==> src/port_cfg_pkg.sv <==
package port_cfg_pkg;
  localparam int ADDR_W = 8;
  localparam int DATA_W = 32;
  localparam int REG_W = 8;
  // register word addresses (printed offsets are not all multiples of four)
  localparam logic [ADDR_W-1:0] IDX_PORT2_PULLUP = 8'hE4;
  localparam logic [ADDR_W-1:0] IDX_PORT3_IRQ = 8'hEF;
  localparam logic [ADDR_W-1:0] IDX_PORT3_MODE = 8'hF0;
  localparam logic [ADDR_W-1:0] IDX_IRQ_STATUS = 8'hF8;
  localparam logic [ADDR_W-1:0] IDX_IRQ_CLEAR = 8'hF9;
  localparam logic [ADDR_W-1:0] IDX_IRQ_ENABLE = 8'hFA;
  localparam logic [ADDR_W-1:0] IDX_PIN_STATE = 8'hFB;
  localparam logic [REG_W-1:0] PULLUP_RESET = 8'h00;
  localparam logic [REG_W-1:0] MODE_RESET = 8'h00;
  localparam logic [REG_W-1:0] IRQ_RESET = 8'h00;
  localparam logic [REG_W-1:0] PULLUP_IMPL_MASK = 8'h7F;
  localparam int P2_PINS = 7;
  localparam int P3_PINS = 4;
  localparam logic [1:0] MODE_IN = 2'h0;
  localparam logic [1:0] MODE_IN_PU = 2'h1;
  localparam logic [1:0] MODE_OUT = 2'h2;
  localparam logic [1:0] MODE_ANALOG = 2'h3;
  // pin i of port 3: enable at bit 2i+1, pending at bit 2i
  localparam int IRQ_EN_OFS = 1;
  localparam int IRQ_PND_OFS = 0;
  // pins 0 and 1 have an analog alternative
  localparam logic [P3_PINS-1:0] ANALOG_CAPABLE = 4'h3;
  // bus data outside a register read and with every error answer
  localparam logic [DATA_W-1:0] ACK_ERR_DATA = 32'h0000_0000;
endpackage : port_cfg_pkg

==> src/fall_detect.sv <==
`timescale 1ns/1ps
module fall_detect (
  input wire logic clk,
  input wire logic srst,
  input wire logic ce,
  input wire logic [port_cfg_pkg::P3_PINS-1:0] pin_level,
  input wire logic [port_cfg_pkg::P3_PINS-1:0] arm,
  output logic [port_cfg_pkg::P3_PINS-1:0] fall
);
  import port_cfg_pkg::*;
  logic [P3_PINS-1:0] last_reg;
  always_ff @(posedge clk) begin
    if (srst) begin
      last_reg <= {P3_PINS{1'b1}};
    end else if (ce) begin
      last_reg <= pin_level;
    end
  end
  // only falling transitions on armed pins count
  assign fall = last_reg & ~pin_level & arm & {P3_PINS{ce}};
endmodule : fall_detect

==> src/port_cfg.sv <==
// Implementation choice: register access over Wishbone.
`timescale 1ns/1ps
// Overview of operation
// - Port 2 pins 6..0 have their pull-up on when the control bit is 0 and off when it is 1.
// - Port 3 pins 3 and 2 use modes 00 input, 01 input with pull-up, 1x push-pull output.
// - Port 3 pins 1 and 0 use modes 00 input, 01 input with pull-up, 10 output, 11 analog.
// - A port 3 pin in an input mode is a falling-edge interrupt source, falling edges only.
// - In the interrupt register the odd bit of each pair enables a line, the even bit pends.
// - A pending bit reads 1 while an interrupt is pending and 0 otherwise.
// - Writing 0 to a pending bit clears it and writing 1 leaves it unchanged.
// - Pin 3 drives line seven, pin 2 line six, pin 1 line five and pin 0 line four.
// - Reset clears all port 3 mode, enable and pending bits to 0.
module port_cfg (
  input wire logic clk,
  input wire logic srst,
  input wire logic ce,
  input wire logic wb_cyc_i,
  input wire logic wb_stb_i,
  input wire logic wb_we_i,
  input wire logic [port_cfg_pkg::ADDR_W-1:0] wb_adr_i,
  input wire logic [port_cfg_pkg::DATA_W-1:0] wb_dat_i,
  input wire logic [3:0] wb_sel_i,
  output logic [port_cfg_pkg::DATA_W-1:0] wb_dat_o,
  output logic wb_ack_o,
  output logic wb_err_o,
  input wire logic [port_cfg_pkg::P3_PINS-1:0] port3_pin_in,
  input wire logic [port_cfg_pkg::P3_PINS-1:0] port3_pin_out_data,
  output logic [port_cfg_pkg::P3_PINS-1:0] port3_pin_out,
  output logic [port_cfg_pkg::P3_PINS-1:0] port3_pin_oe,
  output logic [port_cfg_pkg::P3_PINS-1:0] port3_pullup_en,
  output logic [port_cfg_pkg::P3_PINS-1:0] port3_analog_sel,
  output logic [port_cfg_pkg::P2_PINS-1:0] port2_pullup_en,
  output logic [port_cfg_pkg::P3_PINS-1:0] ext_irq_line,
  output logic irq
);
  import port_cfg_pkg::*;

  logic [REG_W-1:0] port2_pullup_control_reg;
  logic [REG_W-1:0] port3_pin_mode_reg;
  logic [REG_W-1:0] port3_irq_enable_pending_reg;
  logic [P3_PINS-1:0] irq_status_reg;
  logic [P3_PINS-1:0] irq_enable_reg;
  logic [P3_PINS-1:0] fall;
  logic [P3_PINS-1:0] input_mode;
  logic [P3_PINS-1:0] pend_vec;
  logic [P3_PINS-1:0] en_vec;
  logic [P3_PINS-1:0] pend_next;
  logic wr_lo;
  logic req;
  logic known_adr;

  function automatic logic [1:0] pin_mode(input logic [REG_W-1:0] m, input int i);
    pin_mode = m[2*i +: 2];
  endfunction : pin_mode

  // only the low byte carries register data
  assign req = wb_cyc_i & wb_stb_i & ~wb_ack_o & ~wb_err_o;
  assign wr_lo = req & wb_we_i & wb_sel_i[0] & ce;
  always_comb begin
    case (wb_adr_i)
      IDX_PORT2_PULLUP, IDX_PORT3_IRQ, IDX_PORT3_MODE, IDX_IRQ_STATUS,
      IDX_IRQ_CLEAR, IDX_IRQ_ENABLE, IDX_PIN_STATE: known_adr = 1'b1;
      default: known_adr = 1'b0;
    endcase
  end

  always_comb begin
    for (int i = 0; i < P3_PINS; i++) begin
      input_mode[i] = pin_mode(port3_pin_mode_reg, i) inside {MODE_IN, MODE_IN_PU};
      pend_vec[i] = port3_irq_enable_pending_reg[2*i + IRQ_PND_OFS];
      en_vec[i] = port3_irq_enable_pending_reg[2*i + IRQ_EN_OFS];
    end
  end

  fall_detect u_fall (
    .clk(clk),
    .srst(srst),
    .ce(ce),
    .pin_level(port3_pin_in),
    .arm(input_mode),
    .fall(fall)
  );

  // set beats a simultaneous software clear
  always_comb begin
    pend_next = pend_vec;
    if (wr_lo && wb_adr_i == IDX_PORT3_IRQ) begin
      for (int i = 0; i < P3_PINS; i++) begin
        if (!wb_dat_i[2*i + IRQ_PND_OFS]) begin
          pend_next[i] = 1'b0;
        end
      end
    end
    pend_next = pend_next | fall;
  end

  always_ff @(posedge clk) begin
    if (srst) begin
      port2_pullup_control_reg <= PULLUP_RESET;
    end else if (wr_lo && wb_adr_i == IDX_PORT2_PULLUP) begin
      port2_pullup_control_reg <= wb_dat_i[REG_W-1:0] & PULLUP_IMPL_MASK;
    end
  end

  always_ff @(posedge clk) begin
    if (srst) begin
      port3_pin_mode_reg <= MODE_RESET;
    end else if (wr_lo && wb_adr_i == IDX_PORT3_MODE) begin
      port3_pin_mode_reg <= wb_dat_i[REG_W-1:0];
    end
  end

  always_ff @(posedge clk) begin
    if (srst) begin
      port3_irq_enable_pending_reg <= IRQ_RESET;
    end else if (ce) begin
      for (int i = 0; i < P3_PINS; i++) begin
        port3_irq_enable_pending_reg[2*i + IRQ_PND_OFS] <= pend_next[i];
        if (wr_lo && wb_adr_i == IDX_PORT3_IRQ) begin
          port3_irq_enable_pending_reg[2*i + IRQ_EN_OFS] <= wb_dat_i[2*i + IRQ_EN_OFS];
        end
      end
    end
  end

  // summary status: sticky, set by edges, cleared by writing 1 to clear register
  always_ff @(posedge clk) begin
    if (srst) begin
      irq_status_reg <= '0;
    end else if (ce) begin
      if (wr_lo && wb_adr_i == IDX_IRQ_CLEAR) begin
        irq_status_reg <= (irq_status_reg & ~wb_dat_i[P3_PINS-1:0]) | fall;
      end else begin
        irq_status_reg <= irq_status_reg | fall;
      end
    end
  end

  always_ff @(posedge clk) begin
    if (srst) begin
      irq_enable_reg <= '0;
    end else if (wr_lo && wb_adr_i == IDX_IRQ_ENABLE) begin
      irq_enable_reg <= wb_dat_i[P3_PINS-1:0];
    end
  end

  // pin drivers and per-line requests, all registered
  always_ff @(posedge clk) begin
    if (srst) begin
      port3_pin_out <= '0;
      port3_pin_oe <= '0;
      port3_pullup_en <= '0;
      port3_analog_sel <= '0;
      port2_pullup_en <= '0;
      ext_irq_line <= '0;
      irq <= 1'b0;
    end else if (ce) begin
      for (int i = 0; i < P3_PINS; i++) begin
        port3_pin_oe[i] <= pin_mode(port3_pin_mode_reg, i) == MODE_OUT
          || (pin_mode(port3_pin_mode_reg, i) == MODE_ANALOG && !ANALOG_CAPABLE[i]);
        port3_pullup_en[i] <= pin_mode(port3_pin_mode_reg, i) == MODE_IN_PU;
        port3_analog_sel[i] <= pin_mode(port3_pin_mode_reg, i) == MODE_ANALOG
          && ANALOG_CAPABLE[i];
        // index i is line four plus i
        ext_irq_line[i] <= pend_vec[i] & en_vec[i];
      end
      port3_pin_out <= port3_pin_out_data;
      port2_pullup_en <= ~port2_pullup_control_reg[P2_PINS-1:0];
      irq <= |(irq_status_reg & irq_enable_reg);
    end
  end

  // one wait-free answer per request, low for a cycle after
  always_ff @(posedge clk) begin
    if (srst) begin
      wb_ack_o <= 1'b0;
      wb_err_o <= 1'b0;
      wb_dat_o <= ACK_ERR_DATA;
    end else if (ce) begin
      wb_ack_o <= req & known_adr;
      wb_err_o <= req & ~known_adr;
      wb_dat_o <= ACK_ERR_DATA;
      if (req && !wb_we_i) begin
        case (wb_adr_i)
          IDX_PORT2_PULLUP: wb_dat_o[REG_W-1:0] <= port2_pullup_control_reg;
          IDX_PORT3_IRQ: wb_dat_o[REG_W-1:0] <= port3_irq_enable_pending_reg;
          IDX_PORT3_MODE: wb_dat_o[REG_W-1:0] <= port3_pin_mode_reg;
          IDX_IRQ_STATUS: wb_dat_o[P3_PINS-1:0] <= irq_status_reg;
          IDX_IRQ_ENABLE: wb_dat_o[P3_PINS-1:0] <= irq_enable_reg;
          IDX_PIN_STATE: wb_dat_o[P3_PINS-1:0] <= port3_pin_in;
          default: wb_dat_o <= ACK_ERR_DATA;
        endcase
      end
    end
  end

  reset_clears_a: assert property (@(posedge clk) srst |=> port3_pin_mode_reg == MODE_RESET
    && port3_irq_enable_pending_reg == IRQ_RESET) else $error("reset left port 3 state");
  pullup_inv_a: assert property (@(posedge clk) disable iff (srst) ce
    |=> port2_pullup_en == ~$past(port2_pullup_control_reg[P2_PINS-1:0]))
    else $error("port 2 pull-up not inverse of control");
  out_mode_a: assert property (@(posedge clk) disable iff (srst)
    ce && port3_pin_mode_reg[7] |=> port3_pin_oe[3]) else $error("pin three not driven");
  analog_sel_a: assert property (@(posedge clk) disable iff (srst)
    ce && port3_pin_mode_reg[1:0] == MODE_ANALOG |=> port3_analog_sel[0] && !port3_pin_oe[0])
    else $error("pin zero analog select wrong");
  edge_sets_a: assert property (@(posedge clk) disable iff (srst)
    fall[3] |=> port3_irq_enable_pending_reg[6]) else $error("edge did not set line seven");
  no_rise_a: assert property (@(posedge clk) disable iff (srst)
    ce && !fall[0] && !port3_irq_enable_pending_reg[0] |=> !port3_irq_enable_pending_reg[0])
    else $error("pending set without falling edge");
  wr_zero_a: assert property (@(posedge clk) disable iff (srst)
    wr_lo && wb_adr_i == IDX_PORT3_IRQ && !wb_dat_i[2] && !fall[1]
    |=> !port3_irq_enable_pending_reg[2]) else $error("pending not cleared by 0");
  wr_one_a: assert property (@(posedge clk) disable iff (srst)
    wr_lo && wb_adr_i == IDX_PORT3_IRQ && wb_dat_i[4] && port3_irq_enable_pending_reg[4]
    |=> port3_irq_enable_pending_reg[4]) else $error("writing 1 changed pending");
  line_req_a: assert property (@(posedge clk) disable iff (srst)
    ce && port3_irq_enable_pending_reg[7:6] == 2'h3 |=> ext_irq_line[3])
    else $error("line seven request missing");
  read_pend_a: assert property (@(posedge clk) disable iff (srst)
    ce && req && !wb_we_i && wb_adr_i == IDX_PORT3_IRQ
    |=> wb_ack_o && wb_dat_o[0] == $past(port3_irq_enable_pending_reg[0]))
    else $error("pending read back wrong");

  // bus answer shape
  ack_pulse_a: assert property (@(posedge clk) disable iff (srst)
    ce && wb_ack_o |=> !wb_ack_o)
    else $error("ack held longer than one cycle");
  err_pulse_a: assert property (@(posedge clk) disable iff (srst)
    ce && wb_err_o |=> !wb_err_o)
    else $error("err held longer than one cycle");
  ack_err_excl_a: assert property (@(posedge clk) disable iff (srst)
    !(wb_ack_o && wb_err_o))
    else $error("ack and err together");
  unmapped_err_a: assert property (@(posedge clk) disable iff (srst)
    ce && req && !known_adr |=> wb_err_o && wb_dat_o == ACK_ERR_DATA)
    else $error("unmapped access not refused");
  mapped_ack_a: assert property (@(posedge clk) disable iff (srst)
    ce && req && known_adr |=> wb_ack_o)
    else $error("mapped access not acknowledged");

  // clock enable low must hold every register
  ce_freeze_a: assert property (@(posedge clk) disable iff (srst)
    !ce |=> $stable(port3_pin_mode_reg) && $stable(port3_irq_enable_pending_reg)
    && $stable(irq_status_reg) && $stable(irq) && $stable(wb_ack_o))
    else $error("state moved while clock enable low");

  // pin modes
  pin3_pullup_a: assert property (@(posedge clk) disable iff (srst)
    ce && pin_mode(port3_pin_mode_reg, 3) == MODE_IN_PU |=> port3_pullup_en[3])
    else $error("pin three pull-up missing");
  pin2_out_a: assert property (@(posedge clk) disable iff (srst)
    ce && port3_pin_mode_reg[5] |=> port3_pin_oe[2] && !port3_analog_sel[2])
    else $error("pin two not driven");
  pin1_out_a: assert property (@(posedge clk) disable iff (srst)
    ce && pin_mode(port3_pin_mode_reg, 1) == MODE_OUT |=> port3_pin_oe[1] && !port3_analog_sel[1])
    else $error("pin one not driven");
  pin1_analog_a: assert property (@(posedge clk) disable iff (srst)
    ce && pin_mode(port3_pin_mode_reg, 1) == MODE_ANALOG |=> port3_analog_sel[1] && !port3_pin_oe[1])
    else $error("pin one analog select wrong");
  pin0_input_a: assert property (@(posedge clk) disable iff (srst)
    ce && pin_mode(port3_pin_mode_reg, 0) == MODE_IN |=> !port3_pin_oe[0] && !port3_pullup_en[0])
    else $error("pin zero not a plain input");
  pin_copy_a: assert property (@(posedge clk) disable iff (srst)
    ce |=> port3_pin_out == $past(port3_pin_out_data))
    else $error("pin output data not copied");

  // edges only on input pins, mapped to their lines
  out_no_edge_a: assert property (@(posedge clk) disable iff (srst)
    !input_mode[2] |-> !fall[2])
    else $error("output pin raised an edge");
  line_six_a: assert property (@(posedge clk) disable iff (srst)
    fall[2] |=> port3_irq_enable_pending_reg[4])
    else $error("edge did not set line six");
  line_five_a: assert property (@(posedge clk) disable iff (srst)
    fall[1] |=> port3_irq_enable_pending_reg[2])
    else $error("edge did not set line five");
  line_four_a: assert property (@(posedge clk) disable iff (srst)
    fall[0] |=> port3_irq_enable_pending_reg[0])
    else $error("edge did not set line four");
  status_set_a: assert property (@(posedge clk) disable iff (srst)
    fall[3] |=> irq_status_reg[3])
    else $error("edge did not set summary status");

  // requests follow enable and pending
  en_write_a: assert property (@(posedge clk) disable iff (srst)
    wr_lo && wb_adr_i == IDX_PORT3_IRQ |=> port3_irq_enable_pending_reg[7] == $past(wb_dat_i[7]))
    else $error("line seven enable not written");
  line_off_a: assert property (@(posedge clk) disable iff (srst)
    ce && !port3_irq_enable_pending_reg[1] |=> !ext_irq_line[0])
    else $error("line four request while disabled");
  irq_level_a: assert property (@(posedge clk) disable iff (srst)
    ce && |(irq_status_reg & irq_enable_reg) |=> irq)
    else $error("interrupt output missing");
  irq_quiet_a: assert property (@(posedge clk) disable iff (srst)
    ce && !(|(irq_status_reg & irq_enable_reg)) |=> !irq)
    else $error("interrupt output without cause");
endmodule : port_cfg

==> config.mk <==
export PLATFORM = sky130hd
export DESIGN_NAME = port_cfg
export DESIGN_NICKNAME = d
export VERILOG_FILES = /design/src/port_cfg_pkg.sv /design/src/fall_detect.sv /design/src/port_cfg.sv
export SDC_FILE = /design/constraint.sdc
export NUM_CORES = 1
export LEC_CHECK = 0
export BUFFER_PORTS_ARGS = -buffer_cell sky130_fd_sc_hd__buf_2
export CELL_PAD_IN_SITES_DETAIL_PLACEMENT = 0
export CELL_PAD_IN_SITES_GLOBAL_PLACEMENT = 1
export CORE_ASPECT_RATIO = 1.75
export CORE_MARGIN = 4
export CORE_UTILIZATION = 35
export CTS_CLUSTER_SIZE = 20
export DETAILED_ROUTE_END_ITERATION = 10
export PLACE_DENSITY = 0.8
export SYNTH_ARGS = -nofsm -noshare
export SYNTH_HDL_FRONTEND = slang
export SYNTH_SLANG_ARGS = --single-unit
==> constraint.sdc <==
create_clock -name clk -period 2.4 [get_ports clk]
set_input_delay 0.24 -clock clk [delete_from_list [all_inputs] [get_ports clk]]
set_output_delay 0.24 -clock clk [all_outputs]
set_load 0.03 [all_outputs]
==> results of run 1 <==
cell families after synthesis:
kind of cell,count (synthesis)
other,1
buffers and inverters,63
muxes,35
and+or+nand+nor,132
DFF,71
AOI/OAI and AO/OA,86
where the power goes:
part	leakage (uW)	switching, uW	total, uW	internal (uW)
Sequential	0.000578	16.0	1220	1210
Clock	0.000145	525	1360	835
Combinational	0.000957	196	275	79.7
Total	0.00168	737	2860	2120
cell usage after synthesis, drive strengths merged, types with 5 or more instances:
master and instances:
nor2 25, a22o 6, and3 7, o21ai 14, nand2b 16, a22oi 7
nand2 36, nand3 18, dfxtp 71, mux2i 31, a21oi 29, nor2b 6
o31ai 6, nand3b 7, inv 13, buf 33, a21o 5, clkbuf 17
cell type report:
type / instances / area, um^2 / area share
Clock buffer: 10 / 239 / 0.0592
Sequential cell: 71 / 1420 / 0.352
Multi-Input combinational cell: 279 / 1720 / 0.427
Clock inverter: 6 / 67.6 / 0.0167
Tap cell: 122 / 153 / 0.0378
Timing Repair Buffer: 73 / 383 / 0.0949
Inverter: 13 / 48.8 / 0.0121
metal layers:
| metal | vias up | share of wire | global-route usage |
|---|---|---|---|
| met5 | - | 0 | 0 |
| met4 | 0 | 0.058 | 0.113 |
| met3 | 30 | 0.071 | 0.0443 |
| met2 | 125 | 0.50 | 0.269 |
| met1 | 1342 | 0.37 | 0.193 |
| li1 | 1425 | - | - |
through the flow:
step                      cell area, um^2  setup WS (ns)  power, uW  hold slack [ns]  instances
after detailed placement             3730          0.470       1520            0.450        558
after floorplan                      3500          0.780       1470            0.341        413
after global placement               3730          0.516       1520            0.445        558
final                                4040          0.636       2860            0.140        574
after CTS                            4040          0.613       2890            0.129        574
after global routing                 4040          0.519       2970            0.145        574
how the worst max path moves through the flow:
| stage | depth (start not counted) | to | from | slack, ns |
|---|---|---|---|---|
| after detailed placement | 5 | port2_pullup_control_reg[6] | ce | 0.47 |
| final | 4 | port2_pullup_control_reg[6] | wb_ack_o | 0.64 |
| after global routing | 4 | port2_pullup_control_reg[4] | wb_ack_o | 0.52 |
| after global placement | 5 | port2_pullup_control_reg[2] | ce | 0.52 |
| after CTS | 4 | port2_pullup_control_reg[6] | wb_ack_o | 0.61 |
| after floorplan | 6 | port2_pullup_control_reg[0] | wb_ack_o | 0.78 |
critical path, cell delays in order (launching register included):
cell	delay, ns
sky130_fd_sc_hd__dfxtp_1	0.33
sky130_fd_sc_hd__and4bb_2	0.32
sky130_fd_sc_hd__and3_1	0.31
sky130_fd_sc_hd__and3_1	0.49
sky130_fd_sc_hd__mux2i_1	0.23
==> run summary, run 1 <==
## Setup path
• **critical path endpoint category** flop
• **worst reg-to-reg setup slack** 0.64 ns
• **critical path data required time** 2.67 ns
• **Worst R2R Path Depth** 4
• **peak fanout along the critical path** 7
• **kind of start point of the critical path** flop
• **critical path arrival** 2.03 ns
• **launching point of the worst reg2reg path** wb_ack_o
• **critical path type** reg -> reg
• **worst reg2reg path endpoint** port2_pullup_control_reg[6]

## GRT
• **combined global-route utilization of all metal layers** 0.170
• **first-pass GRT wire length** 14,400 um
• **via count of the first global-routing pass** 2,801
• **antenna violations before repair** 0
• **overflow left after global routing** 0
• **largest net degree at the start of global routing** 50

## Cells and area
• **leading cell types in the layout, fill and taps excluded** 71 x sky130_fd_sc_hd__dfxtp_1, 66 x sky130_fd_sc_hd__buf_2, 36 x sky130_fd_sc_hd__nand2_1
• **number of fill cells** 966
• **P&R area growth vs syn** 18.4%
• **fin util** 0.426
• **number of diodes added for antenna fixing** 0
• **share of layout cells above drive strength 1** 0.219
• **most common cell after layout, fill and taps aside** sky130_fd_sc_hd__dfxtp_1
• **# nets final** 505

## Synth
• **cell type with the largest total area after synthesis** sky130_fd_sc_hd__dfxtp_1
• **mapped cell area** 3410 um^2
• **largest family of logic cells by synthesized area** simple AND/OR/NAND/NOR gates
• **number of synthesized flops with an enable pin** 0
• **biggest area contributors in the synthesized netlist** sky130_fd_sc_hd__dfxtp_1 42%, sky130_fd_sc_hd__mux2i_1 9.1%, sky130_fd_sc_hd__buf_4 5.9%
• **synth unique cells** 46
• **Simple-Gate Fraction of Synth Area** 0.207
• **fraction of synthesis flops using an asynchronous set or reset pin** 0
• **complex-gate fraction of the synthesized area** 0.165
• **Top FF cell, synth** sky130_fd_sc_hd__dfxtp_1
• **area fraction of the dominant cell type after synthesis** 0.417
• **synthesized-area fraction occupied by adder cells** 0
• **multiplexer area fraction after synthesis** 0.104
• **Mapped Avg Cell Area** 8.78 um^2
• **share of the yosys chip area belonging to registers** 0.417
• **flops & latches, synth** 71
• **number of warning messages in the yosys log** 0
• **instance count of the mapped netlist** 388
• **share of the synthesized netlist area taken by xor and xnor gates** 0

## Clock tree
• **clock tree from TritonCTS** yes
• **total number of clock tree sinks** 71
• **largest buffer count on any clock path** 2
• **Skew-Pair Late Insertion Delay** 0.34 ns
• **clock buffers created by TritonCTS** 9
• **total of cells resized after clock tree synthesis** 0
• **Post-CTS Hold Fix Bufs** 0
• **post-CTS setup-driven buffer insertion count** 0
• **root buffer cell** sky130_fd_sc_hd__clkbuf_16
• **Clock Pin Slew Worst Setup and Hold Paths** 0.06 ns
• **number of H-tree levels** 3

## Drt
• **wire length per cell** 16.0 um
• **Vias** 2,922
• **Via-to-Cell Ratio** 5.09
• **remaining antenna violation count after routing** 0
• **final wirelength** 9200 um
• **Initial DRC Count** 205
• **first-pass iteration count of the detailed router** 4
• **DR DRC count** 0

## Flow run
• **max-cap violations** 0

## Die
• **floorplan die height** 139 um
• **DIE AREA** 11,400 um^2
• **Std-Cell Rows** 47
• **horizontal die dimension** 82.6 um
• **area inside the core boundary** 9470 um^2
• **starting density of the core** 0.360
• **count of pins on the block boundary** 120

## STA
• **Worst Clk Skew** 0.00533 ns
• **Setup TNS** 0 ns
• **max_slew headroom** 0.398
• **Final period util** 0.735
• **endpoints failing setup** 0
• **RSZ-0062 raised after global routing** no
• **min cycle time layout** 1.76 ns
• **final-report max-slew violation count** 0
• **Slew @ Worst Pin** 0.902 ns
• **Hold Fails Final Rpt** 0
• **f_max** 0.567 GHz

## Power and ir drop
• **ratio of total power to cell area** 708 nW/um^2
• **Max VDD drop** 0.000407 V
• **cell leakage power** 0.00168 uW

## Placement
• **GPL Wtd Cong** 0.822
• **total half-perimeter wirelength after legalization and detailed placement** 6830 um
• **IO Port Bufs** 66

## Hold path
• **endpoint with the worst hold slack** port3_pin_out[2]
• **HP Class** in -> reg
• **Min-Delay Path Depth** 3
• **critical hold path startpoint** port3_pin_out_data[2]

## Status
• **run status** finished, final reports clean

No activity file was read; power rests on OpenSTA's default activity.
==> run 2, diff against run 1 <==
ABC_AREA = 1   (was unset)
CORE_UTILIZATION = 34   (was 35)
PLACE_DENSITY = 0.82   (was 0.8)
clock period = 1.83 ns   (was 2.4 ns; I/O delays follow)
==> run 2 against run 1 <==
  * Maximum frequency grew 16%
  * Die area shrank 2.3%
  * Final cell count grew 9.9%
  * Critical path type unchanged
  * Critical endpoint is now port3_pin_mode_reg[5]
  * Largest cell class unchanged
  * Largest power group unchanged
==> run summary, run 2 <==
## GRT
• **largest net degree at the start of global routing** 48, -4.0%
• **overflow left after global routing** 0, unchanged
• **first-pass GRT wire length** 14,100 um, -2.0%
• **combined global-route utilization of all metal layers** 0.168, -0.00145
• **via count of the first global-routing pass** 2,857, +2.0%
• **antenna violations before repair** 0, unchanged

## Clock tree
• **post-CTS setup-driven buffer insertion count** 0, unchanged
• **clock buffers created by TritonCTS** 9, unchanged
• **largest buffer count on any clock path** 2, unchanged
• **root buffer cell** sky130_fd_sc_hd__clkbuf_16
• **Clock Pin Slew Worst Setup and Hold Paths** 0.06 ns, about the same
• **number of H-tree levels** 3, unchanged
• **Post-CTS Hold Fix Bufs** 0, unchanged
• **total of cells resized after clock tree synthesis** 0, unchanged
• **clock tree from TritonCTS** yes
• **Skew-Pair Late Insertion Delay** 0.33 ns, about the same
• **total number of clock tree sinks** 71, unchanged

## Placement
• **post-placement worst setup slack** 0.301 ns, -0.169 ns
• **IO Port Bufs** 66, unchanged
• **GPL Wtd Cong** 0.863, +5.0%
• **total half-perimeter wirelength after legalization and detailed placement** 6850 um, +0.26%

## Synth
• **flops & latches, synth** 71, unchanged
• **area fraction of the dominant cell type after synthesis** 0.440, +0.0231
• **synthesized-area fraction occupied by adder cells** 0, unchanged
• **number of synthesized flops with an enable pin** 0, unchanged
• **Top FF cell, synth** sky130_fd_sc_hd__dfxtp_1
• **most frequent cell after synthesis** sky130_fd_sc_hd__dfxtp_1
• **instance count of the mapped netlist** 441, +14%
• **Simple-Gate Fraction of Synth Area** 0.268, +0.0603
• **share of the synthesized netlist area taken by xor and xnor gates** 0, unchanged
• **fraction of synthesis flops using an asynchronous set or reset pin** 0, unchanged
• **cell type with the largest total area after synthesis** sky130_fd_sc_hd__dfxtp_1
• **share of the yosys chip area belonging to registers** 0.440, +0.0231
• **mapped cell area** 3230 um^2, -5.3%
• **number of warning messages in the yosys log** 0, unchanged
• **multiplexer area fraction after synthesis** 0, -0.104
• **biggest area contributors in the synthesized netlist** sky130_fd_sc_hd__dfxtp_1 44%, sky130_fd_sc_hd__nor2_1 7.9%, sky130_fd_sc_hd__nand2_1 7.8%
• **Mapped Avg Cell Area** 7.32 um^2, -17%
• **most frequent cells after synthesis** 71 x sky130_fd_sc_hd__dfxtp_1, 68 x sky130_fd_sc_hd__nor2_1, 67 x sky130_fd_sc_hd__nand2_1
• **largest family of logic cells by synthesized area** simple AND/OR/NAND/NOR gates
• **synth unique cells** 28, -39%
• **complex-gate fraction of the synthesized area** 0.164, -0.000918

## Status
• **run status** finished, final reports clean

## Drt
• **Initial DRC Count** 113, -45%
• **Routed met1 length** 3530 um, +3.5%
• **highest routing layer actually used** met4
• **final wirelength** 9000 um, -2.2%
• **DR DRC count** 0, unchanged
• **met3 routed wirelength** 475 um, -27%
• **routed wire length on met2** 4650 um, +0.96%
• **Via-to-Cell Ratio** 4.67, -8.2%
• **wire length per cell** 14.3 um, -11%
• **Vias** 2,949, +0.92%
• **first-pass iteration count of the detailed router** 4, unchanged
• **remaining antenna violation count after routing** 0, unchanged

## STA
• **min cycle time layout** 1.52 ns, -0.240 ns
• **Worst Clk Skew** 0.00399 ns, -0.00134 ns
• **Slew @ Worst Pin** 0.526 ns, -0.376 ns
• **Final period util** 0.832, +0.0975
• **f_max** 0.656 GHz, +16%
• **PnR worst setup slack** 0.307 ns, -0.330 ns
• **Setup TNS** 0 ns, unchanged
• **final-report max-slew violation count** 0, unchanged
• **max_slew headroom** 0.647, +0.248
• **final worst hold slack** 0.0770 ns, -0.0626 ns
• **endpoints failing setup** 0, unchanged
• **RSZ-0062 raised after global routing** no
• **Hold Fails Final Rpt** 0, unchanged

## Setup path
• **peak fanout along the critical path** 12, +5
• **kind of start point of the critical path** flop
• **launching point of the worst reg2reg path** wb_ack_o
• **critical path data required time** 2.10 ns, -0.57 ns
• **critical path's slowest cell** sky130_fd_sc_hd__dfxtp_1
• **most repeated library cell on the critical path** sky130_fd_sc_hd__nor2_1
• **path length in cells of the critical path** 7, +3
• **worst reg2reg path endpoint** port3_pin_mode_reg[5]
• **endpoint of the worst setup timing path** port3_pin_mode_reg[5]
• **critical path endpoint category** flop
• **critical path type** reg -> reg
• **beginning of the critical path** wb_ack_o
• **category of cells accounting for the largest share of critical-path delay** simple AND/OR/NAND/NOR gates
• **worst reg-to-reg setup slack** 0.31 ns, -0.33 ns
• **crit path buf inv count** 1, +1
• **sequence of cells on the critical path** nor2_1, nand3_2, nor2_4, nand2_2, inv_1, nor2_1, nor2_1
• **delay of the slowest cell on the worst path** 0.33 ns, -0.16 ns
• **Worst R2R Path Depth** 7, +3
• **critical path arrival** 1.79 ns, -0.24 ns

## Cells and area
• **most common cell after layout, fill and taps aside** sky130_fd_sc_hd__dfxtp_1
• **P&R area growth vs syn** 21.0%
• **number of diodes added for antenna fixing** 0, unchanged
• **leading cell types in the layout, fill and taps excluded** 71 x sky130_fd_sc_hd__dfxtp_1, 68 x sky130_fd_sc_hd__nor2_1, 67 x sky130_fd_sc_hd__nand2_1
• **# nets final** 564, +12%
• **share of layout cells above drive strength 1** 0.215, -0.00376

## Power and ir drop
• **portion of total power attributed to sequential cells** 0.414, -0.014
• **Power Internal** 2950 uW, +39%
• **Max VDD drop** 0.000486 V, +20%
• **switching power summed over all nets** 957 uW, +30%
• **Sw Share** 0.245, -0.0129
• **ratio of total power to cell area** 1000 nW/um^2, +41%
• **cell leakage power** 0.00177 uW, +5.1%
• **combinational cell fraction of total power** 0.098, +0.002
• **fraction of power consumed by the clock network** 0.488, +0.012

## Die
• **horizontal die dimension** 81.7 um, -1.1%
• **floorplan die height** 137 um, -1.2%
• **Std-Cell Rows** 46, -2.1%
• **count of pins on the block boundary** 120, unchanged
• **area inside the core boundary** 9150 um^2, -3.3%
• **DIE AREA** 11,200 um^2, -2.3%
• **starting density of the core** 0.353, -0.00710

## Hold path
• **HP Class** in -> reg

## Flow run
• **max-cap violations** 0, unchanged

[run 2: cell count changes in the layout (fill, tap and decap cells not counted), moves of 12 or more]
cell | previous run | this run
sky130_fd_sc_hd__nor2_1 | 25 | 68
sky130_fd_sc_hd__nand2_1 | 36 | 67
sky130_fd_sc_hd__mux2i_1 | 31 | 0
sky130_fd_sc_hd__nand2b_1 | 16 | 0
sky130_fd_sc_hd__o21ai_0 | 13 | 42
sky130_fd_sc_hd__inv_1 | 13 | 25
sky130_fd_sc_hd__nand3_1 | 18 | 33
sky130_fd_sc_hd__a21oi_1 | 29 | 44
[run 2: cells by family (layout without fill, tap and decap cells)]
group                  count (synthesis)  count (layout)
AO/OA/AOI/OAI                        101             101
buffers and inverters                 77             122
flip-flops                            71              71
other                                  1              26
AND/OR/NAND/NOR                      191             191
[run 2: worst min path at each step]
stage | cells after the start | endpoint | slack [ns] | start
2_1_floorplan | 2 | port2_pullup_control_reg[0] | 0.32 | wb_dat_i[0]
3_3_place_gp | 3 | port3_pin_out[2] | 0.41 | port3_pin_out_data[2]
3_5_place_dp | 3 | port3_pin_out[3] | 0.42 | port3_pin_out_data[3]
4_1_cts | 3 | port3_pin_out[3] | 0.07 | port3_pin_out_data[3]
5_1_grt | 3 | port3_pin_out[1] | 0.08 | port3_pin_out_data[1]
6_report | 3 | port3_pin_out[3] | 0.08 | port3_pin_out_data[3]
[run 2: per-layer routing]
| metal | track usage | up-vias |
|---|---|---|
| li1 | - | 1525 |
| met1 | 0.178 | 1310 |
| met2 | 0.298 | 91 |
| met3 | 0.0362 | 23 |
| met4 | 0.0980 | 0 |
| met5 | 0 | - |
[run 2: layout make-up]
cell class,count,area (um^2)
tap,120,150
sequential,71,1420
clock inverter,5,80.1
fill,980,5240
multi-input combinational,318,1490
inverter,32,120
timing repair buffer,74,390
clock buffer,11,253
[run 2: metrics by stage]
stage | instance area (um^2) | power, uW | instances | utilization
after floorplan | 3320 | 1950 | 466 | -
after global placement | 3570 | 2030 | 615 | 0.391
after detailed placement | 3570 | 2030 | 615 | 0.391
after CTS | 3910 | 3960 | 631 | 0.427
after global routing | 3910 | 4070 | 631 | 0.427
final | 3910 | 3910 | 631 | 0.427
[run 2: power groups by stage]
stage	clock network (uW)	registers [uW]	logic [uW]
2_1_floorplan	0	1700	252
3_3_place_gp	0	1650	379
3_5_place_dp	0	1650	382
4_1_cts	1950	1620	384
5_1_grt	2020	1620	418
6_report	1910	1620	382
[run 2: worst min-delay path: stages]
cell and delay (ns):
sky130_fd_sc_hd__buf_2 0.08, sky130_fd_sc_hd__nor2_1 0.03, sky130_fd_sc_hd__nor2_1 0.08
